==> src/rtl/svc_map.svh <==
// Register offsets, field positions, reset values and timing counts of the synthesizer control
`ifndef SVC_MAP_SVH
`define SVC_MAP_SVH

// ----------------------------------------
// Register offsets
// ----------------------------------------
`define SVC_REG_TRIGGER 4'h0
`define SVC_REG_FEEDBACK 4'h1
`define SVC_REG_REFDIV 4'h2
`define SVC_REG_PUMP 4'h3
`define SVC_REG_OSC 4'h4
`define SVC_REG_OUTDIV 4'h5
`define SVC_REG_OUTPUT 4'h6
`define SVC_REG_STATUS 4'h7

// ----------------------------------------
// Field positions
// ----------------------------------------
`define SVC_TRIG_SKIP 0
`define SVC_REFDIV_DOUBLER 12
`define SVC_PUMP_DLY_LSB 8
`define SVC_OSC_POLICY 2
`define SVC_OSC_BAND_LSB 8
`define SVC_OSC_RATE_LSB 16
`define SVC_OUTDIV_ZDLY 8
`define SVC_OUTDIV_MUXA 9
`define SVC_OUTDIV_MUXB 10
`define SVC_OUT_PDA 0
`define SVC_OUT_PDB 1
`define SVC_OUT_OVR 2
`define SVC_OUT_LVLA_LSB 8
`define SVC_OUT_LVLB_LSB 16

// ----------------------------------------
// Reset values and limits
// ----------------------------------------
`define SVC_RST_FEEDBACK 16'h0010
`define SVC_RST_REFDIV 8'h01
`define SVC_RST_BAND 8'h80
`define SVC_RST_CORE 2'h2
`define SVC_RST_DIV 6'h02
`define SVC_RST_LEVEL 6'h0F
`define SVC_DIV_MIN 6'h02
`define SVC_DIV_MAX 6'h26
`define SVC_BAND_LAST 8'hFF
`define SVC_CORE_LAST 2'h3

// ----------------------------------------
// Timing
// ----------------------------------------
`define SVC_CLK_PERIOD_NS 8
`define SVC_PULSE_STEP_NS 8
`define SVC_PULSE_STEP_CYC ((`SVC_PULSE_STEP_NS + `SVC_CLK_PERIOD_NS - 1) / `SVC_CLK_PERIOD_NS)
`define SVC_SETTLE_NS 64
`define SVC_SETTLE_CYC (`SVC_SETTLE_NS / `SVC_CLK_PERIOD_NS)

`endif

==> src/rtl/svc_pkg.sv <==
// Types shared by the synthesizer control modules
`default_nettype none
package svc_pkg;
	typedef enum logic [1:0] {SVC_CAL_IDLE, SVC_CAL_SETTLE, SVC_CAL_COMPARE, SVC_CAL_DONE} svc_cal_t;
	typedef enum logic [1:0] {SVC_PD_IDLE, SVC_PD_UP, SVC_PD_DOWN} svc_pd_t;
endpackage
`default_nettype wire

==> src/rtl/svc_phase_det.sv <==
// Phase detector and charge pump pulse control
`include "svc_map.svh"
`default_nettype none
module svc_phase_det
	import svc_pkg::*;
(
	input wire logic core_clk,
	input wire logic rst_n,
	input wire logic ref_edge,
	input wire logic fb_edge,
	input wire logic [2:0] pump_min_pulse_delay,
	output logic pump_up,
	output logic pump_down
);
	svc_pd_t state_q;
	logic [4:0] width_q;
	logic [4:0] min_cyc;

	assign min_cyc = 5'(({2'h0, pump_min_pulse_delay} + 5'h1) * `SVC_PULSE_STEP_CYC);

	// ----------------------------------------
	// Edge compare
	// ----------------------------------------
	// Coincident edges still give a short pulse both ways, as a real detector does
	always_ff @(posedge core_clk or negedge rst_n) begin
		if (!rst_n) begin
			state_q <= SVC_PD_IDLE;
			width_q <= 5'h00;
		end else begin
			unique case (state_q)
				SVC_PD_IDLE: begin
					width_q <= 5'h00;
					if (ref_edge && !fb_edge) begin
						state_q <= SVC_PD_UP;
					end else if (fb_edge && !ref_edge) begin
						state_q <= SVC_PD_DOWN;
					end
				end
				SVC_PD_UP, SVC_PD_DOWN: begin
					if (width_q != 5'h1F) begin
						width_q <= width_q + 5'h01;
					end
					// Error ends on the lagging edge or at a width count of 31, but never before the minimum time
					if ((state_q == SVC_PD_UP ? fb_edge : ref_edge) || width_q == 5'h1F) begin
						state_q <= SVC_PD_IDLE;
					end
				end
				default: state_q <= SVC_PD_IDLE;
			endcase
		end
	end

	logic stretch_q;
	logic [4:0] hold_q;
	always_ff @(posedge core_clk or negedge rst_n) begin
		if (!rst_n) begin
			hold_q <= 5'h00;
			stretch_q <= 1'b0;
		end else if (state_q == SVC_PD_IDLE && (ref_edge || fb_edge)) begin
			hold_q <= min_cyc;
			stretch_q <= 1'b1;
		end else if (hold_q != 5'h00) begin
			hold_q <= hold_q - 5'h01;
		end else begin
			stretch_q <= 1'b0;
		end
	end

	assign pump_up = state_q == SVC_PD_UP || (stretch_q && hold_q != 5'h00);
	assign pump_down = state_q == SVC_PD_DOWN || (stretch_q && hold_q != 5'h00);

	pump_min_a: assert property (@(posedge core_clk) disable iff (!rst_n)
		$rose(stretch_q) |-> (pump_up && pump_down))
		else $error("pump minimum pulse missing");
endmodule
`default_nettype wire

==> src/rtl/svc_out_div.sv <==
// Even output divider for the two RF ports
`include "svc_map.svh"
`default_nettype none
module svc_out_div
	import svc_pkg::*;
(
	input wire logic core_clk,
	input wire logic rst_n,
	input wire logic osc_clk_in,
	input wire logic [5:0] output_divide_ratio,
	output logic div_out
);
	logic [4:0] cnt_q;
	logic [4:0] half;

	// Only even ratios exist, so half the ratio sets the toggle period
	assign half = output_divide_ratio[5:1];

	always_ff @(posedge core_clk or negedge rst_n) begin
		if (!rst_n) begin
			cnt_q <= 5'h00;
			div_out <= 1'b0;
		end else if (osc_clk_in) begin
			if (cnt_q + 5'h01 >= half) begin
				cnt_q <= 5'h00;
				div_out <= ~div_out;
			end else begin
				cnt_q <= cnt_q + 5'h01;
			end
		end
	end

	div_even_a: assert property (@(posedge core_clk) disable iff (!rst_n)
		output_divide_ratio[0] == 1'b0 && output_divide_ratio >= `SVC_DIV_MIN
		&& output_divide_ratio <= `SVC_DIV_MAX)
		else $error("odd or out of range divide ratio");
endmodule
`default_nettype wire

==> src/rtl/svc_synth_ctrl.sv <==
// Synthesizer control top: registers, calibration, divider routing, output power
//
// Chosen here: the placing of the registers and the strobed register port.
`include "svc_map.svh"
`default_nettype none
module svc_synth_ctrl
	import svc_pkg::*;
(
	input wire logic core_clk,
	input wire logic rst_n,
	input wire logic [3:0] reg_addr,
	input wire logic [31:0] reg_wdata,
	input wire logic reg_wr,
	input wire logic reg_rd,
	output logic [31:0] reg_rdata,
	input wire logic ref_div_pulse,
	input wire logic fb_div_pulse,
	input wire logic osc_tick,
	input wire logic osc_above_target,
	input wire logic osc_at_target,
	input wire logic output_gate_pin,
	output logic pump_up,
	output logic pump_down,
	output logic [4:0] pump_gain_word,
	output logic [1:0] core_active,
	output logic [7:0] band_active,
	output logic rf_port_a,
	output logic rf_port_b,
	output logic rf_port_a_on,
	output logic rf_port_b_on,
	output logic [5:0] rf_port_a_level,
	output logic [5:0] rf_port_b_level,
	output logic loop_locked,
	output logic fb_through_divider
);
	// ----------------------------------------
	// Pin synchronisers
	// ----------------------------------------
	logic [4:0] sync1_q;
	logic [4:0] sync2_q;
	logic ref_s_q;
	logic fb_s_q;
	always_ff @(posedge core_clk or negedge rst_n) begin
		if (!rst_n) begin
			sync1_q <= 5'h00;
			sync2_q <= 5'h00;
			ref_s_q <= 1'b0;
			fb_s_q <= 1'b0;
		end else begin
			sync1_q <= {output_gate_pin, osc_at_target, osc_above_target, fb_div_pulse, ref_div_pulse};
			sync2_q <= sync1_q;
			ref_s_q <= sync2_q[0];
			fb_s_q <= sync2_q[1];
		end
	end
	logic ref_edge;
	logic fb_edge;
	logic above_s;
	logic at_s;
	logic gate_s;
	assign ref_edge = sync2_q[0] && !ref_s_q;
	assign fb_edge = sync2_q[1] && !fb_s_q;
	assign above_s = sync2_q[2];
	assign at_s = sync2_q[3];
	assign gate_s = sync2_q[4];

	// ----------------------------------------
	// Register file
	// ----------------------------------------
	logic [15:0] feedback_n_q;
	logic [7:0] ref_div_q;
	logic reference_doubler_q;
	logic [2:0] pump_dly_q;
	logic [4:0] gain_q;
	logic [1:0] core_select_q;
	logic core_start_policy_q;
	logic [7:0] band_start_code_q;
	logic [7:0] reference_rate_setting_q;
	logic [5:0] div_ratio_q;
	logic zero_delay_enable_q;
	logic src_a_q;
	logic src_b_q;
	logic pd_a_q;
	logic pd_b_q;
	logic override_q;
	logic [5:0] level_a_q;
	logic [5:0] level_b_q;
	logic skip_cal_q;
	logic wr_trig;
	logic wr_fb;

	assign wr_trig = reg_wr && reg_addr == `SVC_REG_TRIGGER;
	assign wr_fb = reg_wr && reg_addr == `SVC_REG_FEEDBACK;

	always_ff @(posedge core_clk or negedge rst_n) begin
		if (!rst_n) begin
			skip_cal_q <= 1'b0;
			feedback_n_q <= `SVC_RST_FEEDBACK;
			ref_div_q <= `SVC_RST_REFDIV;
			reference_doubler_q <= 1'b0;
			pump_dly_q <= 3'h0;
			gain_q <= 5'h00;
			core_select_q <= `SVC_RST_CORE;
			core_start_policy_q <= 1'b1;
			band_start_code_q <= `SVC_RST_BAND;
			reference_rate_setting_q <= 8'h00;
			div_ratio_q <= `SVC_RST_DIV;
			zero_delay_enable_q <= 1'b0;
			src_a_q <= 1'b0;
			src_b_q <= 1'b0;
			pd_a_q <= 1'b1;
			pd_b_q <= 1'b1;
			override_q <= 1'b0;
			level_a_q <= `SVC_RST_LEVEL;
			level_b_q <= `SVC_RST_LEVEL;
		end else if (reg_wr) begin
			unique case (reg_addr)
				`SVC_REG_TRIGGER: skip_cal_q <= reg_wdata[`SVC_TRIG_SKIP];
				`SVC_REG_FEEDBACK: feedback_n_q <= reg_wdata[15:0];
				`SVC_REG_REFDIV: begin
					ref_div_q <= reg_wdata[7:0];
					reference_doubler_q <= reg_wdata[`SVC_REFDIV_DOUBLER];
				end
				`SVC_REG_PUMP: begin
					gain_q <= reg_wdata[4:0];
					pump_dly_q <= reg_wdata[`SVC_PUMP_DLY_LSB +: 3];
				end
				`SVC_REG_OSC: begin
					core_select_q <= reg_wdata[1:0];
					core_start_policy_q <= reg_wdata[`SVC_OSC_POLICY];
					band_start_code_q <= reg_wdata[`SVC_OSC_BAND_LSB +: 8];
					reference_rate_setting_q <= reg_wdata[`SVC_OSC_RATE_LSB +: 8];
				end
				`SVC_REG_OUTDIV: begin
					// Odd or out-of-range ratios are ignored
					if (!reg_wdata[0] && reg_wdata[5:0] >= `SVC_DIV_MIN
						&& reg_wdata[5:0] <= `SVC_DIV_MAX) begin
						div_ratio_q <= reg_wdata[5:0];
					end
					zero_delay_enable_q <= reg_wdata[`SVC_OUTDIV_ZDLY];
					src_a_q <= reg_wdata[`SVC_OUTDIV_MUXA];
					src_b_q <= reg_wdata[`SVC_OUTDIV_MUXB];
				end
				`SVC_REG_OUTPUT: begin
					pd_a_q <= reg_wdata[`SVC_OUT_PDA];
					pd_b_q <= reg_wdata[`SVC_OUT_PDB];
					override_q <= reg_wdata[`SVC_OUT_OVR];
					level_a_q <= reg_wdata[`SVC_OUT_LVLA_LSB +: 6];
					level_b_q <= reg_wdata[`SVC_OUT_LVLB_LSB +: 6];
				end
				default: begin
				end
			endcase
		end
	end

	// ----------------------------------------
	// Phase detector rate and loop
	// ----------------------------------------
	// Doubler gives two compare slots per reference pulse, one on each edge; R counts them down
	logic [7:0] rdiv_cnt_q;
	logic pd_ref_pulse;
	logic ref_slot;
	assign ref_slot = ref_edge || (reference_doubler_q && !sync2_q[0] && ref_s_q);
	assign pd_ref_pulse = ref_slot && (rdiv_cnt_q + 8'h01 >= ref_div_q);
	always_ff @(posedge core_clk or negedge rst_n) begin
		if (!rst_n) begin
			rdiv_cnt_q <= 8'h00;
		end else if (ref_slot) begin
			rdiv_cnt_q <= pd_ref_pulse ? 8'h00 : rdiv_cnt_q + 8'h01;
		end
	end

	svc_phase_det u_pd (
		.core_clk(core_clk),
		.rst_n(rst_n),
		.ref_edge(pd_ref_pulse),
		.fb_edge(fb_edge),
		.pump_min_pulse_delay(pump_dly_q),
		.pump_up(pump_up),
		.pump_down(pump_down)
	);
	assign pump_gain_word = gain_q;

	// ----------------------------------------
	// Frequency calibration
	// ----------------------------------------
	svc_cal_t cal_q;
	logic [1:0] core_q;
	logic [1:0] last_core_q;
	logic [7:0] band_q;
	logic [3:0] settle_q;
	logic cal_fail_q;
	logic cal_start;
	assign cal_start = wr_trig && !reg_wdata[`SVC_TRIG_SKIP];

	always_ff @(posedge core_clk or negedge rst_n) begin
		if (!rst_n) begin
			cal_q <= SVC_CAL_IDLE;
			core_q <= `SVC_RST_CORE;
			band_q <= `SVC_RST_BAND;
			settle_q <= 4'h0;
			cal_fail_q <= 1'b0;
		end else if (cal_start) begin
			// Policy 1 starts at the selected core, else at the last core used
			core_q <= core_start_policy_q ? core_select_q : last_core_q;
			band_q <= band_start_code_q;
			settle_q <= 4'(`SVC_SETTLE_CYC);
			cal_fail_q <= 1'b0;
			cal_q <= SVC_CAL_SETTLE;
		end else begin
			unique case (cal_q)
				SVC_CAL_IDLE: begin
				end
				SVC_CAL_SETTLE: begin
					if (settle_q != 4'h0) begin
						settle_q <= settle_q - 4'h1;
					end else if (osc_tick) begin
						cal_q <= SVC_CAL_COMPARE;
					end
				end
				SVC_CAL_COMPARE: begin
					settle_q <= 4'(`SVC_SETTLE_CYC);
					cal_q <= SVC_CAL_SETTLE;
					if (at_s) begin
						cal_q <= SVC_CAL_DONE;
					end else if (above_s ? band_q == `SVC_BAND_LAST : band_q == 8'h00) begin
						// Band range exhausted: higher bands go down, lower cores go up
						if (above_s ? core_q == 2'h0 : core_q == `SVC_CORE_LAST) begin
							cal_fail_q <= 1'b1;
							cal_q <= SVC_CAL_DONE;
						end else begin
							core_q <= above_s ? core_q - 2'h1 : core_q + 2'h1;
							band_q <= band_start_code_q;
						end
					end else begin
						// Larger code lowers frequency
						band_q <= above_s ? band_q + 8'h01 : band_q - 8'h01;
					end
				end
				SVC_CAL_DONE: cal_q <= SVC_CAL_IDLE;
			endcase
		end
	end

	always_ff @(posedge core_clk or negedge rst_n) begin
		if (!rst_n) begin
			last_core_q <= `SVC_RST_CORE;
		end else if (cal_q == SVC_CAL_DONE) begin
			last_core_q <= core_q;
		end
	end
	assign core_active = core_q;
	assign band_active = band_q;

	// ----------------------------------------
	// Zero delay and lock
	// ----------------------------------------
	logic locked_q;
	always_ff @(posedge core_clk or negedge rst_n) begin
		if (!rst_n) begin
			locked_q <= 1'b0;
		end else if (reg_wr && reg_addr == `SVC_REG_OUTDIV && reg_wdata[`SVC_OUTDIV_ZDLY]
			&& !zero_delay_enable_q) begin
			locked_q <= 1'b0;
		end else if (wr_fb || (cal_q == SVC_CAL_DONE && !cal_fail_q)) begin
			locked_q <= 1'b1;
		end else if (cal_start) begin
			locked_q <= 1'b0;
		end
	end
	assign loop_locked = locked_q;
	assign fb_through_divider = zero_delay_enable_q;

	// ----------------------------------------
	// Output divider and buffers
	// ----------------------------------------
	logic div_clk;
	svc_out_div u_div (
		.core_clk(core_clk),
		.rst_n(rst_n),
		.osc_clk_in(osc_tick),
		.output_divide_ratio(div_ratio_q),
		.div_out(div_clk)
	);

	logic on_a;
	logic on_b;
	assign on_a = !pd_a_q && (!override_q || gate_s);
	assign on_b = !pd_b_q && (!override_q || gate_s);

	always_ff @(posedge core_clk or negedge rst_n) begin
		if (!rst_n) begin
			rf_port_a <= 1'b0;
			rf_port_b <= 1'b0;
			rf_port_a_on <= 1'b0;
			rf_port_b_on <= 1'b0;
			rf_port_a_level <= 6'h00;
			rf_port_b_level <= 6'h00;
		end else begin
			// Source select 1 bypasses the divider for that port
			rf_port_a <= on_a && (src_a_q ? osc_tick : div_clk);
			rf_port_b <= on_b && (src_b_q ? osc_tick : div_clk);
			rf_port_a_on <= on_a;
			rf_port_b_on <= on_b;
			rf_port_a_level <= on_a ? level_a_q : 6'h00;
			rf_port_b_level <= on_b ? level_b_q : 6'h00;
		end
	end

	// ----------------------------------------
	// Read path
	// ----------------------------------------
	always_ff @(posedge core_clk or negedge rst_n) begin
		if (!rst_n) begin
			reg_rdata <= 32'h0000_0000;
		end else if (reg_rd) begin
			unique case (reg_addr)
				`SVC_REG_TRIGGER: reg_rdata <= {31'h0, skip_cal_q};
				`SVC_REG_FEEDBACK: reg_rdata <= {16'h0, feedback_n_q};
				`SVC_REG_REFDIV: reg_rdata <= {19'h0, reference_doubler_q, 4'h0, ref_div_q};
				`SVC_REG_PUMP: reg_rdata <= {21'h0, pump_dly_q, 3'h0, gain_q};
				`SVC_REG_OSC: reg_rdata <= {8'h0, reference_rate_setting_q, band_start_code_q,
					5'h0, core_start_policy_q, core_select_q};
				`SVC_REG_OUTDIV: reg_rdata <= {21'h0, src_b_q, src_a_q, zero_delay_enable_q,
					2'h0, div_ratio_q};
				`SVC_REG_OUTPUT: reg_rdata <= {10'h0, level_b_q, 2'h0, level_a_q, 5'h0,
					override_q, pd_b_q, pd_a_q};
				`SVC_REG_STATUS: reg_rdata <= {14'h0, last_core_q, band_q, core_q, 3'h0,
					cal_fail_q, locked_q, cal_q != SVC_CAL_IDLE};
				default: reg_rdata <= 32'h0000_0000;
			endcase
		end else begin
			reg_rdata <= 32'h0000_0000;
		end
	end

	// ----------------------------------------
	// Checks
	// ----------------------------------------
	cal_start_a: assert property (@(posedge core_clk) disable iff (!rst_n)
		cal_start |=> (cal_q == SVC_CAL_SETTLE && band_q == $past(band_start_code_q)))
		else $error("calibration did not start at band start code");
	cal_skip_a: assert property (@(posedge core_clk) disable iff (!rst_n)
		(wr_trig && reg_wdata[0] && cal_q == SVC_CAL_IDLE) |=> cal_q == SVC_CAL_IDLE)
		else $error("calibration ran with skip bit set");
	core_start_a: assert property (@(posedge core_clk) disable iff (!rst_n)
		(cal_start && core_start_policy_q) |=> core_q == $past(core_select_q))
		else $error("wrong start core");
	last_core_a: assert property (@(posedge core_clk) disable iff (!rst_n)
		(cal_q == SVC_CAL_DONE) |=> last_core_q == $past(core_q))
		else $error("last core not held");
	band_step_a: assert property (@(posedge core_clk) disable iff (!rst_n)
		(cal_q == SVC_CAL_COMPARE && !at_s && above_s && band_q != 8'hFF && !cal_start)
		|=> band_q == $past(band_q) + 8'h01)
		else $error("band did not step toward lower frequency");
	zero_unlock_a: assert property (@(posedge core_clk) disable iff (!rst_n)
		$rose(zero_delay_enable_q) |-> !locked_q)
		else $error("zero delay enable kept lock");
	port_power_a: assert property (@(posedge core_clk) disable iff (!rst_n)
		pd_a_q |=> !rf_port_a_on ##1 !rf_port_a_on || !$past(pd_a_q))
		else $error("powered-down port came up");
	level_a_a: assert property (@(posedge core_clk) disable iff (!rst_n)
		rf_port_a_on |-> rf_port_a_level == $past(level_a_q))
		else $error("level word not applied");
endmodule
`default_nettype wire

==> config.mk <==
export PLATFORM = sky130hd
export DESIGN_NAME = svc_synth_ctrl
export DESIGN_NICKNAME = d
export VERILOG_FILES = /design/src/rtl/svc_pkg.sv /design/src/rtl/svc_phase_det.sv /design/src/rtl/svc_out_div.sv /design/src/rtl/svc_synth_ctrl.sv
export VERILOG_INCLUDE_DIRS = /design/src /design/src/rtl
export SDC_FILE = /design/constraint.sdc
export NUM_CORES = 1
export LEC_CHECK = 0
export BUFFER_PORTS_ARGS = -buffer_cell sky130_fd_sc_hd__buf_2
export CORE_UTILIZATION = 28
export CTS_BUF_LIST = sky130_fd_sc_hd__clkbuf_4 sky130_fd_sc_hd__clkbuf_8
export DETAILED_ROUTE_END_ITERATION = 10
export HOLD_SLACK_MARGIN = 0.12
export PLACE_DENSITY = 0.49
export SLEW_MARGIN = 20
export SYNTH_ARGS = -nofsm -noshare
export SYNTH_HDL_FRONTEND = slang
export SYNTH_SLANG_ARGS = --single-unit
==> constraint.sdc <==
create_clock -name core_clk -period 3.8 [get_ports core_clk]
set_input_delay 0.57 -clock core_clk [delete_from_list [all_inputs] [get_ports core_clk]]
set_output_delay 0.57 -clock core_clk [all_outputs]
set_load 0.02 [all_outputs]
* Yosys cells after proc, flatten, opt, wreduce, memory -nomap -nowiden
Index checks and enable logic that the tools add are counted.
Widths: inputs -> output; s select.
** Operators by class
- Add/subtract/negate cells :: 10
- Magnitude comparators :: 4
- Equality and inequality tests :: 26
- Multiplexer cells :: 52
- Bitwise logic cells :: 1
- Reduce and logical (&&, ||, !) cells :: 72
** Operators by type and width (number)
- $pmux 24 s8 :: 1
- $mux 8 :: 7
- $mux 2 :: 16
- $mux 32 :: 1
- $logic_and 1x1->1 :: 22
- $reduce_and 2->1 :: 11
- $mux 5 :: 4
- $add 8x1->8 const B :: 2
- $eq 4x3->1 const B :: 4
- $mux 1 :: 15
- $mux 6 :: 2
- $ne 3x3->1 const B :: 4
- $reduce_bool 2->1 :: 6
- $logic_not 1->1 :: 11
- $add 5x1->5 const B :: 2
- $pmux 5 s2 :: 1
- $reduce_and 3->1 :: 3
- $eq 2x2->1 const B :: 4
- $eq 4x2->1 const B :: 2
- $eq 8x8->1 const B :: 1
- $ge 8x8->1 :: 1
- $logic_not 8->1 :: 1
- $mux 4 :: 2
- $ne 2x1->1 const B :: 4
- 27 further kinds :: 38
** Word-level totals
- Register bits after elaboration :: 184
- Input bits :: 46
- Output and inout port bits :: 67
- Logic and storage cells :: 209

* Longest topological paths before layout
Gate-level depths: netlist of the first run.
- Word-level depth :: 10
- Depth in mapped cells :: 11
- Depth with buffers taken out :: 11

* By module
From an unflattened synthesis of the first run, not the netlist that was laid out.
** Second synthesis, totals
- Cell total of the unflattened synthesis :: 720
- Area total of the unflattened synthesis :: 8390.5 um^2
** Modules (own cells, without submodules)
- svc_synth_ctrl :: times used 1, cells each 586, area each 7091.8 um^2, sequential area each 3952.5 um^2
- svc_phase_det :: times used 1, cells each 82, area each 802.0 um^2, sequential area each 325.3 um^2
- svc_out_div :: times used 1, cells each 52, area each 496.7 um^2, sequential area each 150.1 um^2

* Worst setup path before layout of the first run
OpenSTA, ideal clock, no wires.
- Kind :: flip-flop to flip-flop
- From :: register rdiv_cnt_q[0]
- To :: register u_pd.hold_q[1]
- Library setup time :: 125 ps
- Arrival time :: 2619 ps
- Required time :: 3675 ps
- Slack :: 1056 ps
- Stages on the path, launching flop included :: 12
- Buffers on the path :: 0
- Cell sequence :: dfrtp_1 ha_1 nand3_1 nor2_1 xor2_1 ha_1 and3_1 nand2_1 a21oi_1 a21oi_2 a21oi_1 mux2_2
** On the way
- Longest elaborated chain between the ends :: 6
- Elaborated cells between the ends (all ways) :: 7
- Classes of those cells :: 1 x add/sub; 1 x order compare; 1 x mux; 4 x reduce/logical
** RTL lines
- start: declaration :: RTL line svc_synth_ctrl.sv:161 : logic [7:0] rdiv_cnt_q;
- start signal: assignment :: RTL line svc_synth_ctrl.sv:170 : rdiv_cnt_q <= pd_ref_pulse ? 8'h00 : rdiv_cnt_q + 8'h01;
- $add 8x1->8 (*) :: RTL line svc_synth_ctrl.sv:165 : assign pd_ref_pulse = ref_slot && (rdiv_cnt_q + 8'h01 >= ref_div_q);
- $ge 8x8->1 (*) :: RTL line svc_synth_ctrl.sv:165
- $logic_and 1x1->1 (*) :: RTL line svc_synth_ctrl.sv:165
- $logic_or 1x1->1 (*) :: RTL line svc_phase_det.sv:59 : end else if (state_q == SVC_PD_IDLE && (ref_edge || fb_edge)) begin
- $logic_and 1x1->1 (*) :: RTL line svc_phase_det.sv:59
- $mux 5 or $reduce_bool 2->1 (tied branches)
- end signal: assignment :: RTL line svc_phase_det.sv:60 : hold_q <= min_cyc;
- end signal: assignment :: RTL line svc_phase_det.sv:63 : hold_q <= hold_q - 5'h01;
- end: declaration :: RTL line svc_phase_det.sv:54 : logic [4:0] hold_q;
Every way passes the cells marked *; elsewhere a longest branch is shown, timed or not.
A chain may end at the register's enable or synchronous reset.

* Worst setup path in the final report of the first run
Ends and elaborated chain as after synthesis.

==> run_results.csv, run 1 <==
group,metric,value,unit
grt,grt_overflow,0,
cts,hold_buffers,0,
synthesis,async_flop_share,100,%
timing,rsz0062_at_grt,"false",
place,globalplace.congestion,0.788,
synthesis,synth_top_area_cell,"dfrtp_1",
finish,nNetsFinal,904,
timing,tns,0,ns
cts,htree_levels,4,
worst_setup_path,crit_required,4.15,ns
power_and_ir_drop,power_frac_seq,45.9,%
timing,skew,0.0269,ns
timing,slew_violations,0,
worst_setup_path,cp_cell_sequence,"ha_1 -> nand3_1 -> nor2_1 -> xor2_1 -> ha_1 -> a21o_1 -> a21oi_1 -> a21oi_1 -> a21oi_2 -> a21oi_1 -> buf_4 -> mux2_2",
cts,clk_latency,0.49,ns
power_and_ir_drop,power.internal,0.00381,W
power_and_ir_drop,p_leak,4.48,nW
synthesis,synth_cell_types,63,
power_and_ir_drop,p_sw,0.00226,W
floorplanning,rows,62,
cts,post-cts-setup-buffer-count,0,
synthesis,ys.flop_type,"dfrtp_1",
cts,clock-root-buffer,"clkbuf_8",
floorplanning,coreArea,29100,um^2
finish,final_area,9720,um^2
grt,antenna_found_initial,1,
synthesis,ys_seq_area_share,52.8,%
floorplanning,fp.dieH,175,um
place,portBuffers,96,
floorplanning,chipWidth,175,um
routing,viasPerCell,4.75,
synthesis,synth_edf_count,0,
cts,clkTransAtPathRegs,0.12,ns
timing,finalHoldViolCount,0,
worst_setup_path,cp.arrival,3.29,ns
worst_setup_path,crit_fanout,7,
grt,grt_max_degree,90,
grt,grt_pass1_vias,5888,
power_and_ir_drop,p_per_area,624,nW/um^2
cts,cts_tree,"done",
place,hpwl,15000,um
cts,cts_resized,0,
power_and_ir_drop,power_frac_comb,32.3,%
timing,worst_pin_slew,1.06,ns
synthesis,synth-seq-cells,176,
worst_setup_path,crit_path_end_kind,"flip-flop",
routing,finalWirelength,21300,um
floorplanning,ios,113,
min_path,hold_path.class,"primary input to async pin",
worst_setup_path,crit_type,"flip-flop to flip-flop",
synthesis,syn_area,8390,um^2
cts,clock_path_buffers,2,
power_and_ir_drop,p_sw_share,37.2,%
finish,area_delta_synth_final,15.8,%
power_and_ir_drop,pwr-share-clk,21.8,%
synthesis,synth_top_area_share,46.8,%
status,status,"finished, final reports clean",
power_and_ir_drop,ir_drop,0.235,mV
worst_setup_path,start_kind,"flip-flop",
cts,numCtsBuffers,17,
worst_setup_path,crit_top_cell,"a21oi_1",
run,maxCapViolations,0,
timing,max_slew_margin,29.1,%
timing,fmax,340,MHz
routing,drt_iter0_markers,346,
timing,finalSetupViolations,0,
worst_setup_path,slowest_stage,"dfrtp_1",
grt,grt_use_total,14.6,%
routing,num_vias,5813,
timing,finalCritPeriodShare,77.3,%
floorplanning,initial_core_util,28.8,%
grt,grt_pass1_wl,34100,um
synthesis,synth_area_per_cell,11.6,um^2
routing,drc,0,
synthesis,yosysWarnings,0,
cts,clock_sinks,176,
synthesis,ys_top_cells_by_area,"dfrtp_1 (47%), mux2_2 (10%), dfstp_2 (6.0%)",
floorplanning,dieArea,30600,um^2
routing,dr.pass1.iters,5,
synthesis,syn_inst,722,
timing,finalCriticalPeriod,2.94,ns
routing,wl_per_cell,17.4,um
finish,drive_above_1_share,30.5,%
place,placed_cell_area,9320,um^2
worst_setup_path,cpPeakStageDelay,0.46,ns
routing,ant_nets,0,
[registers in the layout (all words and copies together), names as in the netlist, 8 cells and up]
name	count
feedback_n_q	16
reference_rate_setting_q	8
band_active	8
band_start_code_q	8
reg_rdata	24
ref_div_q	8
rdiv_cnt_q	8
[placed cells by master (no fill, tap or decap), types with 18 or more instances in the layout]
cell type | netlist | layout
dfrtp_1 | 157 | 157
o21ai_0 | 25 | 25
a22oi_1 | 29 | 29
nor2_1 | 45 | 45
mux2i_1 | 18 | 18
buf_2 | 5 | 95
clkbuf_8 | 0 | 18
dfstp_2 | 19 | 19
ha_1 | 31 | 31
mux2_2 | 78 | 78
inv_1 | 33 | 33
a21oi_1 | 26 | 26
nand2_1 | 47 | 47
[kinds of logic (layout without fill, tap and decap cells)]
family	Yosys count	in the layout	synth area share (%)
AO/OA/AOI/OAI	144	144	12.1
flip-flops	176	176	52.8
other	1	9	0.0447
AND/OR/NAND/NOR	183	183	11.4
multiplexers	97	97	12.8
XOR/XNOR	25	25	2.61
adder cells (fa/ha/maj)	32	32	4.86
buffers and inverters	64	174	3.48
[area by class of cell]
type	count	area [um^2]
fillers	2999	19400
flip-flops and latches	176	4430
multi-input cells	489	3690
repair buffers	109	597
well taps	384	480
clock buffers	20	263
clock inverters	12	128
inverters	33	124
diodes	1	2.50
[power by group through the flow]
stage	sequential, W	clock [W]	combinational (W)
floorplan	0.00281	0	0.00136
detailed placement	0.00282	0	0.00197
CTS	0.00279	0.00137	0.00198
finish	0.00278	0.00132	0.00196
global route	0.00286	0.00145	0.00222
global placement	0.00282	0	0.00194
[cell usage after synthesis, types with 12 or more instances]
| cell type | n |
|---|---|
| dfrtp_1 | 157 |
| mux2_2 | 78 |
| nand2_1 | 47 |
| nor2_1 | 45 |
| inv_1 | 33 |
| ha_1 | 31 |
| a22oi_1 | 29 |
| a21oi_1 | 26 |
| o21ai_0 | 25 |
| dfstp_2 | 19 |
| mux2i_1 | 18 |
| nand2b_1 | 17 |
| xnor2_1 | 17 |
| clkbuf_1 | 15 |
| nand3_1 | 13 |
| and2_1 | 12 |
[per-stage QoR]
step	cells	setup WS [ns]	utilization (%)	total power, W	hold slack [ns]
after floorplan	729	1.06	-	0.00417	0.274
after global placement	1191	0.902	32.0	0.00476	0.334
after detailed placement	1191	0.917	32.0	0.00479	0.339
after CTS	1223	0.837	33.4	0.00615	0.171
after global routing	1224	0.589	33.4	0.00653	0.166
final	1224	0.861	33.4	0.00606	0.163
[layer usage]
metal  track usage, %  part of all wire (%)  up-vias
li1                 -                     -     2783
met1             20.1                    49     2905
met2             23.1                    47      104
met3             3.20                   3.3       21
met4             3.84                   1.2        0
met5                0                     0        -
[final timing paths]
check                                  from        endpoint  slack, ns  cells after the start
hold / removal                        rst_n   reg_rdata[19]       0.16                      1
hold reg to reg                  sync1_q[2]      sync2_q[2]       0.36                      0
min in group core_clk      osc_above_target      sync1_q[2]       0.20                      1
setup reg to reg              rdiv_cnt_q[0]  u_pd.hold_q[1]       0.86                     12
setup / recovery              rdiv_cnt_q[0]  u_pd.hold_q[1]       0.86                     12
max in group asynchronous             rst_n          pd_b_q       2.67                      2
[worst max-delay path: cells and delay by family, from the launching register on]
kind                       cells  cell delay (ns)
AOI/OAI and AO/OA              5             0.88
buffers and inverters          1             0.18
muxes                          1             0.27
DFF                            1             0.46
adders and majority gates      2             0.53
and+or+nand+nor                2             0.29
xor gates and xnor gates       1             0.20
(Power assumes the default switching activity.)
==> run 2, diff against run 1 <==
PLACE_DENSITY = 0.5   (was 0.49)
clock period = 2.7 ns   (was 3.8 ns; I/O delays follow)
==> run 2 against run 1 <==
Largest cell class unchanged. Critical endpoint is now u_pd.state_q[0]. Final cell count rose by 2.6%. Sequential cell count did not move. Die area unchanged. Power increased by 46%. Largest power group unchanged. Fmax up 15%. Design area up 3.7%.
==> run_results.csv, run 2 (synthesis gave the netlist of run 1 again) <==
group,metric,value,unit
worst_setup_path,rr_endpoint,"u_pd.state_q[0]",
cts,clock_sinks,176,
finish,multi_input_area,3730,um^2
grt,grt_max_degree,55,
place,portBuffers,96,
place,placed_cell_area,9540,um^2
grt,grt_pass1_wl,34600,um
routing,dr.pass1.iters,5,
worst_setup_path,crit_required,3.04,ns
cts,clkTransAtPathRegs,0.10,ns
finish,final_util,34.6,%
place,globalplace.congestion,0.785,
grt,antenna_found_initial,0,
floorplanning,rows,62,
grt,use_met2,23.7,%
floorplanning,coreArea,29100,um^2
cts,clock-root-buffer,"clkbuf_8",
timing,finalHoldViolCount,0,
routing,ant_nets,0,
power_and_ir_drop,ir_drop,0.367,mV
routing,finalWirelength,21500,um
timing,max_slew_margin,55.1,%
worst_setup_path,r2r-start,"rdiv_cnt_q[0]",
finish,final_area,10100,um^2
finish,area_delta_synth_final,20.2,%
cts,clk_latency,0.47,ns
grt,grt_use_total,14.8,%
floorplanning,initial_core_util,28.8,%
finish,largest_reg_flops,24,
run,maxCapViolations,0,
routing,drc,0,
worst_setup_path,cpPeakStageDelay,0.40,ns
finish,fill_cells,2938,
routing,drt_iter0_markers,420,
place,hpwl,15600,um
routing,num_vias,5934,
cts,cts_tree,"done",
cts,clock_path_buffers,2,
grt,grt_busiest_layer,"met2",
cts,htree_levels,4,
min_path,hold_path.class,"primary input to flip-flop",
worst_setup_path,start_kind,"flip-flop",
finish,biggestRegsByFlops,"reg_rdata (24), feedback_n_q (16)",
cts,numCtsBuffers,17,
worst_setup_path,r2r_cells,12,
timing,finalCriticalPeriod,2.55,ns
finish,layout_commonest_cell,"dfrtp_1",
grt,grt_pass1_vias,5962,
worst_setup_path,cp_cell_sequence,"ha_2 -> nand3_2 -> nor2_1 -> xor2_1 -> ha_1 -> a21o_1 -> a21oi_2 -> a21oi_2 -> a21oi_2 -> buf_6 -> mux2i_1 -> or3_1",
grt,grtUsageMet1,20.2,%
finish,drive_above_1_share,33.4,%
floorplanning,chipWidth,175,um
worst_setup_path,crit_top_cell,"a21oi_2",
timing,finalCritPeriodShare,94.3,%
min_path,min-delay-start,"reg_wdata[23]",
routing,viasPerCell,4.72,
power_and_ir_drop,p_leak,4.67,nW
finish,regArea,4430,um^2
routing,wl_per_cell,17.1,um
timing,rsz0062_at_grt,"false",
power_and_ir_drop,p_per_area,875,nW/um^2
worst_setup_path,crit_fanout,6,
grt,grt_overflow,0,
timing,slew_violations,0,
status,status,"finished, final reports clean",
worst_setup_path,crit_path_end_kind,"flip-flop",
worst_setup_path,crit_type,"flip-flop to flip-flop",
grt,grtUsageMet3,2.87,%
floorplanning,dieArea,30600,um^2
min_path,holdPathStages,2,
timing,skew,0.0194,ns
timing,finalSetupViolations,0,
timing,worst_pin_slew,0.672,ns
worst_setup_path,r2r_slack,0.15,ns
floorplanning,ios,113,
floorplanning,fp.dieH,175,um
finish,top_register,"reg_rdata",
timing,tns,0,ns
finish,diodes,0,
timing,fmax,393,MHz
finish,final_cell_mix,"dfrtp_1 (157), buf_2 (95), mux2_2 (78)",
min_path,min_to,"reference_rate_setting_q[7]",
worst_setup_path,slowest_stage,"dfrtp_1",
finish,nNetsFinal,937,
worst_setup_path,cp.arrival,2.89,ns
## run 2: critical path: cells and delay by family, from the launching register on
kind | cells | cell delay [ns]
and+or+nand+nor | 3 | 0.57
AOI/OAI and AO/OA | 4 | 0.54
adders and majority gates | 2 | 0.49
DFF | 1 | 0.40
xor gates and xnor gates | 1 | 0.21
buffers and inverters | 1 | 0.14
muxes | 1 | 0.07
## run 2: worst max-delay path by stage
stage,slack (ns),end,from
6_report,0.15,u_pd.state_q[0],rdiv_cnt_q[0]
5_1_grt,0.009,u_pd.state_q[0],rdiv_cnt_q[1]
4_1_cts,0.07,u_pd.hold_q[1],rdiv_cnt_q[0]
3_5_place_dp,0.10,u_pd.hold_q[1],rdiv_cnt_q[0]
3_3_place_gp,0.11,u_pd.state_q[0],rdiv_cnt_q[0]
2_1_floorplan,0.09,u_pd.hold_q[1],rdiv_cnt_q[0]
## run 2: cell type report
| cell class | instances | area share [%] |
|---|---|---|
| Clock buffer | 23 | 2.89 |
| Clock inverter | 9 | 1.35 |
| Inverter | 33 | 1.23 |
| Multi-Input combinational cell | 489 | 37.0 |
| Sequential cell | 176 | 43.9 |
| Tap cell | 384 | 4.77 |
| Timing Repair Buffer | 142 | 8.81 |
## run 2: per-stage QoR
| stage | hold slack [ns] | instances | power [W] | setup slack, ns |
|---|---|---|---|---|
| floorplan | 0.109 | 729 | 0.00587 | 0.0904 |
| global placement | 0.336 | 1216 | 0.00684 | 0.114 |
| detailed placement | 0.337 | 1216 | 0.00689 | 0.101 |
| CTS | 0.127 | 1254 | 0.00892 | 0.0709 |
| global route | 0.138 | 1256 | 0.00951 | 0.00894 |
| finish | 0.163 | 1256 | 0.00882 | 0.153 |
## run 2: power by group
group	switching (W)	internal (W)	total (W)	leakage (nW)
combinational	0.00161	0.00140	0.00301	2.28
clock	0.000967	0.00101	0.00198	0.214
sequential	0.000536	0.00330	0.00384	2.17
## run 2: what timing repair did
action | in CTS | in global routing
hold buffers | 6 | 0
gates resized for setup | 0 | 9
setup buffers | 0 | 2
hold endpoints to repair | 51 | 0
setup endpoints to repair | 0 | 9
## run 2: layer usage
layer | vias to the layer above | wire length [um]
li1 | 2842 | -
met1 | 2995 | 10300
met2 | 82 | 10200
met3 | 15 | 706
met4 | 0 | 241
met5 | - | 0
==> run 3, diff against run 2 <==
BUFFER_PORTS_ARGS = unset   (was -buffer_cell sky130_fd_sc_hd__buf_2)
DONT_BUFFER_PORTS = 1   (was unset)
PLACE_DENSITY = 0.45   (was 0.5)
clock period = 2.8 ns   (was 2.7 ns; I/O delays follow)
==> run 3 against run 2 <==
The flow now finishes with violations (negative hold slack). Sequential power increased by 1%. Setup slack got worse by 0.023 ns. Wire length increased by 3.7%. Power decreased by 7.7%. Sequential cell count unchanged. Final cell count decreased by 5.5%. Design area decreased by 3.0%. Clock skew about the same. Die area unchanged. Non-clock buffer count decreased by 69. Critical path type unchanged.
==> run_results.csv, run 3 (synthesis gave the netlist of run 1 again) <==
group,metric,value,unit
status,status,"complete, but fails checks",
status,violations,"negative hold slack",
floorplanning,rows,62,
worst_setup_path,crit_top_cell,"a21oi_2",
routing,viasPerCell,4.85,
routing,dr.pass1.iters,5,
place,hpwl,15200,um
power_and_ir_drop,p_per_area,833,nW/um^2
worst_setup_path,crit_required,3.14,ns
timing,max_slew_margin,38.0,%
cts,clock-root-buffer,"clkbuf_8",
cts,cts_tree,"done",
finish,final_cell_mix,"dfrtp_1 (157), mux2_2 (78), nand2_1 (47)",
power_and_ir_drop,power.internal,0.00511,W
cts,numCtsBuffers,17,
worst_setup_path,cp_cell_sequence,"ha_4 -> nand3_1 -> nor2_2 -> xor2_1 -> ha_1 -> a21o_1 -> a21oi_2 -> a21oi_2 -> a21oi_4 -> mux2i_1 -> or3_1",
floorplanning,chipWidth,175,um
timing,finalCritPeriodShare,95.3,%
cts,htree_levels,4,
timing,timing.hold.ws,-0.352,ns
finish,diodes,0,
routing,num_vias,5758,
grt,grt_pass1_vias,5593,
floorplanning,initial_core_util,28.8,%
routing,wl_per_cell,18.8,um
power_and_ir_drop,p_sw_share,37.2,%
worst_setup_path,start_kind,"flip-flop",
grt,grt_pass1_wl,34500,um
finish,largest_reg_flops,24,
power_and_ir_drop,pwr-share-clk,20.8,%
worst_setup_path,cp.arrival,3.01,ns
worst_setup_path,crit_fanout,5,
timing,skew,0.0191,ns
routing,finalWirelength,22300,um
floorplanning,coreArea,29100,um^2
routing,ant_nets,0,
min_path,hold_path.class,"primary input to async pin",
timing,worst_pin_slew,0.930,ns
routing,drt_iter0_markers,393,
worst_setup_path,cpPeakStageDelay,0.45,ns
cts,clock_sinks,176,
finish,fill_cells,2984,
worst_setup_path,crit_path_end_kind,"flip-flop",
grt,grt_max_degree,177,
finish,final_area,9780,um^2
grt,antenna_found_initial,1,
power_and_ir_drop,power_frac_seq,47.7,%
cts,clkTransAtPathRegs,0.11,ns
timing,finalHoldViolCount,175,
run,maxCapViolations,0,
finish,biggestRegsByFlops,"reg_rdata (24), feedback_n_q (16)",
place,placed_cell_area,8970,um^2
finish,nNetsFinal,868,
routing,drc,0,
worst_setup_path,crit_type,"flip-flop to flip-flop",
place,globalplace.congestion,0.782,
power_and_ir_drop,power_frac_comb,31.5,%
cts,hold_buffers,36,
timing,fmax,375,MHz
cts,clock_path_buffers,2,
finish,area_delta_synth_final,16.6,%
grt,grt_use_total,14.9,%
timing,slew_violations,0,
floorplanning,ios,113,
power_and_ir_drop,p_leak,4.30,nW
finish,layout_commonest_cell,"dfrtp_1",
timing,finalCriticalPeriod,2.67,ns
finish,top_register,"reg_rdata",
cts,clk_latency,0.47,ns
power_and_ir_drop,p_sw,0.00303,W
finish,drive_above_1_share,23.9,%
power_and_ir_drop,ir_drop,0.305,mV
place,portBuffers,0,
worst_setup_path,slowest_stage,"dfrtp_1",
timing,finalSetupViolations,0,
timing,tns,0,ns
floorplanning,dieArea,30600,um^2
grt,grt_overflow,0,
floorplanning,fp.dieH,175,um
run 3: cell count changes in the layout (fill, tap and decap cells not counted), sizes merged:
cell         change
dlygate4sd3     +30
buf             -99
clkbuf           -3
clkinvlp         +2
inv              +4
bufinv           -3
run 3: final timing paths:
path,start,slack [ns],endpoint,cells past startpoint
setup reg to reg,rdiv_cnt_q[0],0.13,u_pd.state_q[0],11
min in group core_clk,osc_tick,0.17,cal_q[0],3
hold reg to reg,sync1_q[2],0.36,sync2_q[2],0
hold / removal,rst_n,-0.35,rf_port_b_level[4],0
max in group asynchronous,rst_n,2.78,level_a_q[3],0
setup / recovery,rdiv_cnt_q[0],0.13,u_pd.state_q[0],11
run 3: metal layers:
metal	wire length, um	track usage, %
met2	10200	23.1
met1	10600	20.5
met3	1050	3.50
met5	0	0
met4	363	4.49
run 3: worst max-delay path: cells and delay by family, from the launching register on:
| kind | cells | cell delay, ns |
|---|---|---|
| AO/OA/AOI/OAI | 4 | 0.65 |
| AND/OR/NAND/NOR | 3 | 0.66 |
| multiplexers | 1 | 0.10 |
| adder cells (fa/ha/maj) | 2 | 0.47 |
| flip-flops | 1 | 0.45 |
| XOR/XNOR | 1 | 0.21 |
run 3: what timing repair did:
| action | in CTS | in global routing |
|---|---|---|
| endpoints found under the hold margin | 266 | 176 |
| endpoints found under the setup margin | 0 | 10 |
| setup buffers | 0 | 5 |
| gates resized for setup | 0 | 11 |
run 3: metrics by stage:
stage / utilization [%] / total power, W / hold WS (ns) / setup WS [ns] / instances
5_1_grt: 33.6 / 0.00872 / -0.394 / -0.00738 / 1187
6_report: 33.6 / 0.00814 / -0.352 / 0.131 / 1187
3_5_place_dp: 30.8 / 0.00637 / 0.133 / 0.0445 / 1114
3_3_place_gp: 30.8 / 0.00633 / 0.128 / 0.0948 / 1114
4_1_cts: 33.3 / 0.00816 / -0.399 / 0.0192 / 1182
2_1_floorplan: - / 0.00566 / 0.124 / 0.0561 / 729
run 3: layout make-up:
class / count / area (um^2) / area share (%)
tap: 384 / 480 / 4.91
clock buffer: 20 / 263 / 2.69
inverter: 33 / 124 / 1.27
multi-input combinational: 489 / 3740 / 38.3
sequential: 176 / 4430 / 45.3
clock inverter: 12 / 101 / 1.04
timing repair buffer: 73 / 638 / 6.53
run 3: power groups by stage:
| stage | Clock, W | Sequential [W] | Combinational (W) |
|---|---|---|---|
| final | 0.00169 | 0.00389 | 0.00256 |
| after global routing | 0.00187 | 0.00397 | 0.00289 |
| after CTS | 0.00176 | 0.00388 | 0.00251 |
| after detailed placement | 0 | 0.00393 | 0.00244 |
| after global placement | 0 | 0.00393 | 0.00241 |
| after floorplan | 0 | 0.00382 | 0.00184 |
